File: config.mk
export PLATFORM = sky130hd
export DESIGN_NAME = wdr_watchdog
export DESIGN_NICKNAME = d
export VERILOG_FILES = /design/src/hdl/wdr_pkg.sv /design/src/hdl/wdr_watchdog.sv
export SDC_FILE = /design/constraint.sdc
export NUM_CORES = 1
export LEC_CHECK = 0
export ABC_AREA = 1
export BUFFER_PORTS_ARGS = -buffer_cell sky130_fd_sc_hd__clkbuf_2
export CORE_UTILIZATION = 40
export CTS_CLUSTER_SIZE = 24
export DETAILED_ROUTE_END_ITERATION = 12
export PLACE_DENSITY_LB_ADDON = 0.05
export SETUP_SLACK_MARGIN = 0.1
export SYNTH_ARGS = -nofsm -noshare
export SYNTH_HDL_FRONTEND = slang
export SYNTH_SLANG_ARGS = --single-unit
File: constraint.sdc
create_clock -name i_clk -period 1.7 [get_ports i_clk]
set_input_delay 0.34 -clock i_clk [delete_from_list [all_inputs] [get_ports i_clk]]
set_output_delay 0.34 -clock i_clk [all_outputs]
set_load 0.005 [all_outputs]
File: src/hdl/wdr_pkg.sv
package wdr_pkg;

    // register indices; byte address is four times the index
    localparam logic [5:0]  CTRL_IDX       = 6'h21;
    localparam logic [5:0]  CAUSE_IDX      = 6'h34;
    localparam int          ADDR_W         = 8;

    // control register field positions
    localparam int          CTRL_IRQ_FLAG  = 7;
    localparam int          CTRL_IRQ_EN    = 6;
    localparam int          CTRL_PSEL_MSB  = 5;
    localparam int          CTRL_CHG_EN    = 4;
    localparam int          CTRL_WD_EN     = 3;

    // reset-cause register field positions
    localparam int          CAUSE_WDOG     = 3;
    localparam int          CAUSE_BROWN    = 2;
    localparam int          CAUSE_PIN      = 1;
    localparam int          CAUSE_POWERON  = 0;

    // reset values
    localparam logic [3:0]  CAUSE_RST_VAL  = 4'h1;
    localparam logic [3:0]  PSEL_RST_VAL   = 4'h0;

    // timing
    localparam int          SYS_CLK_HZ     = 50_000_000;
    localparam int          WDOG_OSC_HZ    = 128_000;
    localparam int          OSC_DIV_CYC    = SYS_CLK_HZ / WDOG_OSC_HZ;
    localparam int          CHG_WIN_CYC    = 4;
    localparam int          BASE_TIMEOUT   = 2048;
    localparam logic [3:0]  PSEL_MAX       = 4'h9;
    localparam int          WDOG_CNT_W     = 21;

    // watchdog control state
    typedef struct packed {
        logic       irq_flag;
        logic       irq_en;
        logic       chg_en;
        logic       wd_en;
        logic [3:0] psel;
    } wdr_ctrl_type;

    // reset-cause flags
    typedef struct packed {
        logic wdog;
        logic brown;
        logic pin;
        logic poweron;
    } wdr_cause_type;

endpackage

File: src/hdl/wdr_watchdog.sv
// The implementer's own choice: register access over Avalon-MM.
module wdr_watchdog
    import wdr_pkg::*;
#(
    parameter int OSC_DIV   = OSC_DIV_CYC,
    parameter int BASE_TICK = BASE_TIMEOUT
) (
    input  wire logic              i_clk,
    input  wire logic              i_rst_n,
    input  wire logic [ADDR_W-1:0] i_avs_address,
    input  wire logic              i_avs_read,
    input  wire logic              i_avs_write,
    input  wire logic [31:0]       i_avs_writedata,
    input  wire logic [3:0]        i_avs_byteenable,
    output logic [31:0]            o_avs_readdata,
    output logic                   o_avs_waitrequest,
    input  wire logic              i_brownout_reset,
    input  wire logic              i_pin_reset,
    input  wire logic              i_safety_level_fuse,
    input  wire logic              i_global_irq_enable,
    input  wire logic              i_irq_vector_taken,
    input  wire logic              i_watchdog_restart,
    output logic                   o_timeout_irq,
    output logic                   o_watchdog_reset
);

    localparam logic [WDOG_CNT_W-1:0] BASE_CNT = WDOG_CNT_W'(BASE_TICK);
    localparam logic [9:0]            DIV_LAST = 10'(OSC_DIV - 1);
    localparam logic [2:0]            CHG_LAST = 3'(CHG_WIN_CYC);

    wdr_ctrl_type            ctrl_r;
    wdr_cause_type           cause_r;
    logic                    ack_r;
    logic [31:0]             rdata_r;
    logic [2:0]              chg_cnt_r;
    logic [9:0]              div_r;
    logic                    tick;
    logic [WDOG_CNT_W-1:0]   wd_cnt_r;
    logic [WDOG_CNT_W-1:0]   limit;
    logic [3:0]              psel_eff;
    logic                    rst_pulse_r;
    logic [1:0]              brown_sync_r;
    logic [1:0]              pin_sync_r;
    logic [1:0]              fuse_sync_r;
    logic                    level2;
    logic                    wd_en_eff;
    logic                    running;
    logic                    timeout;
    logic                    chip_rst;
    logic                    req;
    logic                    wr_ctrl;
    logic                    wr_cause;
    logic                    rd_hit_ctrl;
    logic                    rd_hit_cause;
    logic [7:0]              wbyte;
    logic                    arm_chg;

    // two-stage synchronisers for the reset pins
    always_ff @(posedge i_clk) begin
        if (!i_rst_n) begin
            brown_sync_r <= 2'h0;
            pin_sync_r   <= 2'h0;
        end else begin
            brown_sync_r <= {brown_sync_r[0], i_brownout_reset};
            pin_sync_r   <= {pin_sync_r[0], i_pin_reset};
        end
    end

    // the static fuse strap is sampled through reset too, so level two holds
    // from the first cycle after release instead of two cycles later
    always_ff @(posedge i_clk) begin
        fuse_sync_r <= {fuse_sync_r[0], i_safety_level_fuse};
    end

    // bus decode; every access answers on the second edge
    assign req          = i_avs_read | i_avs_write;
    assign o_avs_waitrequest = req & ~ack_r;
    assign wbyte        = i_avs_writedata[7:0];
    assign wr_ctrl      = i_avs_write & ack_r & i_avs_byteenable[0]
                          & (i_avs_address[7:2] == CTRL_IDX);
    assign wr_cause     = i_avs_write & ack_r & i_avs_byteenable[0]
                          & (i_avs_address[7:2] == CAUSE_IDX);
    assign rd_hit_ctrl  = i_avs_address[7:2] == CTRL_IDX;
    assign rd_hit_cause = i_avs_address[7:2] == CAUSE_IDX;

    // ack toggles so a held request sees exactly one completion edge
    always_ff @(posedge i_clk) begin
        if (!i_rst_n) begin
            ack_r <= 1'b0;
        end else begin
            ack_r <= req & ~ack_r;
        end
    end

    // read data captured in the wait cycle, stands at the completing edge
    always_ff @(posedge i_clk) begin
        if (!i_rst_n) begin
            rdata_r <= 32'h0;
        end else if (i_avs_read & ~ack_r) begin
            if (rd_hit_ctrl) begin
                rdata_r <= {24'h0, ctrl_r.irq_flag, ctrl_r.irq_en, ctrl_r.psel[3],
                            ctrl_r.chg_en, wd_en_eff, ctrl_r.psel[2:0]};
            end else if (rd_hit_cause) begin
                rdata_r <= {28'h0, cause_r};
            end else begin
                rdata_r <= 32'h0;
            end
        end
    end
    assign o_avs_readdata = rdata_r;

    // safety level and effective enable
    assign level2    = fuse_sync_r[1];
    assign wd_en_eff = ctrl_r.wd_en | level2 | cause_r.wdog;
    assign running   = wd_en_eff | ctrl_r.irq_en;
    assign chip_rst  = brown_sync_r[1] | pin_sync_r[1] | rst_pulse_r;
    assign arm_chg   = wr_ctrl & wbyte[CTRL_CHG_EN] & wbyte[CTRL_WD_EN];

    // reserved codes clamp to the longest period
    assign psel_eff = (ctrl_r.psel > PSEL_MAX) ? PSEL_MAX : ctrl_r.psel;
    assign limit    = BASE_CNT << psel_eff;

    // oscillator-rate tick from the system clock; a divider keeps one domain
    always_ff @(posedge i_clk) begin
        if (!i_rst_n || div_r == DIV_LAST) begin
            div_r <= 10'h0;
        end else begin
            div_r <= div_r + 10'h1;
        end
    end
    assign tick = div_r == DIV_LAST;

    // timeout counter
    always_ff @(posedge i_clk) begin
        if (!i_rst_n || chip_rst || i_watchdog_restart || !running) begin
            wd_cnt_r <= '0;
        end else if (tick) begin
            wd_cnt_r <= timeout ? '0 : wd_cnt_r + 1'b1;
        end
    end
    assign timeout = running & tick & (wd_cnt_r == limit - 1'b1);

    // one-cycle reset pulse in reset mode
    always_ff @(posedge i_clk) begin
        if (!i_rst_n) begin
            rst_pulse_r <= 1'b0;
        end else begin
            rst_pulse_r <= timeout & wd_en_eff & ~ctrl_r.irq_en & ~rst_pulse_r;
        end
    end
    assign o_watchdog_reset = rst_pulse_r;

    // change window counter; closes four cycles after arming
    always_ff @(posedge i_clk) begin
        if (!i_rst_n || chip_rst) begin
            chg_cnt_r <= 3'h0;
        end else if (arm_chg) begin
            chg_cnt_r <= CHG_LAST;
        end else if (chg_cnt_r != 3'h0) begin
            chg_cnt_r <= chg_cnt_r - 3'h1;
        end
    end

    // control register; hardware sets win over software clears
    always_ff @(posedge i_clk) begin
        if (!i_rst_n || chip_rst) begin
            ctrl_r.irq_flag <= 1'b0;
            ctrl_r.irq_en   <= 1'b0;
            ctrl_r.chg_en   <= 1'b0;
            ctrl_r.wd_en    <= 1'b0;
            ctrl_r.psel     <= PSEL_RST_VAL;
        end else begin
            // flag: timeout sets, vector or one-write clears
            if (timeout & ctrl_r.irq_en) begin
                ctrl_r.irq_flag <= 1'b1;
            end else if (i_irq_vector_taken | (wr_ctrl & wbyte[CTRL_IRQ_FLAG])) begin
                ctrl_r.irq_flag <= 1'b0;
            end
            // a write in the timeout cycle re-arms the interrupt on purpose
            if (wr_ctrl) begin
                ctrl_r.irq_en <= wbyte[CTRL_IRQ_EN];
            end else if (timeout & wd_en_eff & ctrl_r.irq_en) begin
                ctrl_r.irq_en <= 1'b0;
            end
            if (arm_chg) begin
                ctrl_r.chg_en <= 1'b1;
            end else if (wr_ctrl & ~wbyte[CTRL_CHG_EN]) begin
                ctrl_r.chg_en <= 1'b0;
            end else if (chg_cnt_r == 3'h1) begin
                ctrl_r.chg_en <= 1'b0;
            end
            // setting is free; clearing needs the open window
            if (wr_ctrl & (wbyte[CTRL_WD_EN] | ctrl_r.chg_en)) begin
                ctrl_r.wd_en <= wbyte[CTRL_WD_EN];
            end
            if (wr_ctrl & ctrl_r.chg_en) begin
                ctrl_r.psel <= {wbyte[CTRL_PSEL_MSB], wbyte[2:0]};
            end
        end
    end
    assign o_timeout_irq = ctrl_r.irq_flag & ctrl_r.irq_en & i_global_irq_enable;

    // reset-cause flags survive chip resets; block reset acts as power-on
    always_ff @(posedge i_clk) begin
        if (!i_rst_n) begin
            cause_r <= CAUSE_RST_VAL;
        end else begin
            cause_r.wdog    <= rst_pulse_r | (cause_r.wdog
                               & ~(wr_cause & ~wbyte[CAUSE_WDOG]));
            cause_r.brown   <= brown_sync_r[1] | (cause_r.brown
                               & ~(wr_cause & ~wbyte[CAUSE_BROWN]));
            cause_r.pin     <= pin_sync_r[1] | (cause_r.pin
                               & ~(wr_cause & ~wbyte[CAUSE_PIN]));
            cause_r.poweron <= cause_r.poweron
                               & ~(wr_cause & ~wbyte[CAUSE_POWERON]);
        end
    end
endmodule

==> summary.md <==
| Metric | Value |
|---|---|
| Fmax | `0.526 GHz` |
| Tightest Hold Check Type | `input port to register` |
| Core ar. | `0.00781 mm2` |
| Via count | `3021` |
| Worst-path clk slew | `0.06 ns` |
| RSZ-0062 raised after global routing | `yes` |
| Drt wl/cell | `11.6 um` |
| Distinct cells, synth | `39` |
| Remaining antenna violation count after routing | `0` |
| Comb pwr share | `under 10%` |
| Antenna cells | `0` |
| Post-synthesis cell area | `0.00327 mm2` |
| Vias in the first global route | `between 2000 and 3000` |
| CTS tree | `done` |
| Final Util | `approximately 53%` |
| Fin crit period | `1.90 ns` |
| Area occupied by registers | `about 0.0012 mm2` |
| Cell Rows | `32` |
| Power per cell area | `around 790 mW/mm2` |
| Worst EP arrival | `2.13 ns` |
| Startpoint types | `register` |
| DR pass1 iterations | `4` |
| Flop2flop setup slack | `-0.20 ns` |
| Final Worst Setup Slack | `-0.203 ns` |
| Post-Syn Instances | `around 460` |
| WS Path Type | `register to register` |
| Leakage power | `1.78 nW` |
| Required time of the critical path | `between 1.5 and 2 ns` |
| Total GRT Usage | `19.5%` |
| Number of fill cells | `799` |
| Clock power frac | `between 40 and 50%` |
| Commonest cells after routing, fill and taps aside | `nand2_1 (93), dfxtp_1 (57), inv_1 (48), nor2_1 (45), buf_4 (41)` |
| Die area | `0.00855 mm2` |
| Nets | `601` |
| CTS Sinks | `62` |
| Pin count of the biggest net entering global routing | `17` |
| Placer Congestion | `0.869` |
| Maxcap violations | `0` |
| Max layer used | `met4` |
| Failing checks | `negative setup slack` |
| Commonest non-fill, non-tap cell in the layout | `nand2_1` |
| Pint | `2.48 mW` |
| Sequential Power Share | `a little under half` |
| Area of the multi-input gates | `0.00183 mm2` |
| Synth warn | `0` |
| Port bufs | `35` |
| Total Power | `~3.3 mW` |
| Max IR drop VDD | `0.000488 V` |
| Crit path capture type | `register` |
| Grt total ovfl | `0` |
| CTS root buffer | `clkbuf_8` |
| Initial Util | `41.9%` |
| Sw frac | `24.1%` |
| Final period util | `112%` |
| First-pass GRT wire length | `12800 um` |
| CTS Buffer Depth | `2` |
| Avg Inst Size Synth | `7.16 um2` |
| # H-tree levels | `3` |
| DRT iter0 DRCs | `just under 80` |
| Share of cells above drive strength 1 | `between 20% and 30%` |
| Die height | `between 90 and 100 um` |
| Skew-Pair Late Insertion Delay | `approximately 0.34 ns` |
| DP Worst Slack | `-0.271 ns` |
| Met2 wire length | `3780 um` |
| Vias per inst | `4.67` |
| Initial antenna violation count | `0` |
| Final setup vio count | `19` |
| Routed wire length | `7520 um` |
| Post-synthesis sequential area ratio | `between 30% and 40%` |
| Post-synthesis register bit count | `62` |
| HPWL after DPL | `5720 um` |
| Inserted Clock Buffers | `9` |
| Sw power | `between 0.7 and 0.8 mW` |
| Area delta synth->final | `26.6%` |
| Worst-path maximum fanout | `8` |
| Status | `complete, but fails checks` |
| Die Wd | `slightly above 90 um` |
| Final slew viol count | `0` |
| # DRC | `0` |
| Sum of routed wire segments on met1 | `3350 um` |
| I/O pin count | `89` |
| Final hold violations | `0` |
| Setup Skew | `0.00927 ns` |
| Sum Neg Setup Slack | `-3.17 ns` |
| WL met3 | `264 um` |
## cell type report
cell class	instances	share of cell area (%)
clock buffer	14	4.41
tap	102	3.08
timing repair buffer	77	11.9
inverter	58	5.25
clock inverter	2	0.906
sequential	62	30.2
multi-input combinational	332	44.3
## path summary, 6_finish.rpt
check / startpoint / to / depth (start not counted)
hold reg to reg: fuse_sync_r[0] / fuse_sync_r[1] / 0
setup reg to reg: ctrl_r[3] / wd_cnt_r[11] / 12
hold / removal: i_safety_level_fuse / fuse_sync_r[0] / 1
setup / recovery: ctrl_r[3] / wd_cnt_r[11] / 12
## power groups by stage
| stage | Clock, mW | Sequential, mW | Combinational (mW) |
|---|---|---|---|
| 5_1_grt | 1.52 | 1.54 | 0.367 |
| 3_5_place_dp | 0 | 1.56 | 0.307 |
| 2_1_floorplan | 0 | 1.56 | 0.239 |
| 4_1_cts | 1.47 | 1.53 | 0.315 |
| 6_report | 1.41 | 1.53 | 0.319 |
| 3_3_place_gp | 0 | 1.56 | 0.299 |
## critical path: stages (launching register included)
cell and delay (ns):
dfxtp_2 0.34, nor2_4 0.15, nand3_2 0.10, ha_4 0.28, nor2_1 0.03, nor2_1 0.10
nand3_1 0.08, nor2_2 0.14, nand2_2 0.08, nor2_4 0.13, nand3_4 0.15, nand2_8 0.15
nor3_1 0.05
## Yosys cell counts
cell      instances  area, um2
nand2_1          96        360
dfxtp_1          62       1240
nor2_1           51        191
inv_1            50        188
nand3_1          33        165
a21oi_1          29        145
buf_4            25        188
o21ai_0          16       80.1
nor3_1           12       60.1
nor2_2           11       68.8
xor2_1            9       78.8
inv_2             8       30.0
ha_1              7       87.6
nand4_1           5       31.3
nor3b_1           5       37.5
o211ai_1          5       37.5
nor2_4            3       33.8
or2_1             3       18.8
xnor2_1           3       26.3
a21oi_2           2       17.5
and3_1            2       12.5
clkbuf_1          2       7.51
nand2_2           2       12.5
a211oi_1          1       7.51
and2_1            1       6.26
buf_2             1       5.00
buf_6             1       11.3
conb_1            1       3.75
nand2_4           1       11.3
nand3_2           1       10.0
nand3_4           1       17.5
nand3b_1          1       7.51
nor3_2            1       10.0
nor4_2            1       12.5
nor4_4            1       21.3
o21ai_1           1       5.00
o21bai_1          1       7.51
o221a_2           1       11.3
or2_2             1       6.26
## per-stage QoR
step | hold slack (ns) | cell area, um2 | instances
global route | 0.0669 | 4140 | 647
global placement | 0.319 | 3750 | 624
CTS | 0.0721 | 4040 | 643
finish | 0.100 | 4140 | 647
detailed placement | 0.318 | 3750 | 624
floorplan | 0.310 | 3400 | 480
## kinds of logic (layout without fill, tap and decap cells)
kind of cell,Yosys count,count (layout),synth area share (%)
xor gates and xnor gates,12,12,3.21
and+or+nand+nor,232,233,33.4
adders and majority gates,7,7,2.68
other,1,24,0.115
buffers and inverters,87,151,13.1
DFF,62,62,37.9
AOI/OAI and AO/OA,56,56,9.52
## flip-flops by register name, indices dropped and copies added (netlist names)
register,cells
cause_r,4
fuse_sync_r,2
o_watchdog_reset,1
chg_cnt_r,3
ack_r,1
brown_sync_r,2
ctrl_r,8
o_avs_readdata,8
wd_cnt_r,21
pin_sync_r,2
div_r,10
## repair_timing
action                                  in CTS  in global routing
gates resized for setup                      9                 21
pin swaps                                   14                  6
buffers inserted                             2                  4
cloned                                       1                  0
endpoints found under the setup margin      23                 30
hold buffers                                 0                  0
## routing by layer
metal / global-route usage [%] / vias up
met1: 22.4 / 1369
met3: 4.43 / 10
met2: 34.3 / 63
met4: 8.46 / 0
met5: 0 / -
li1: - / 1579
Note: power is estimated with default switching activity, not from simulation.
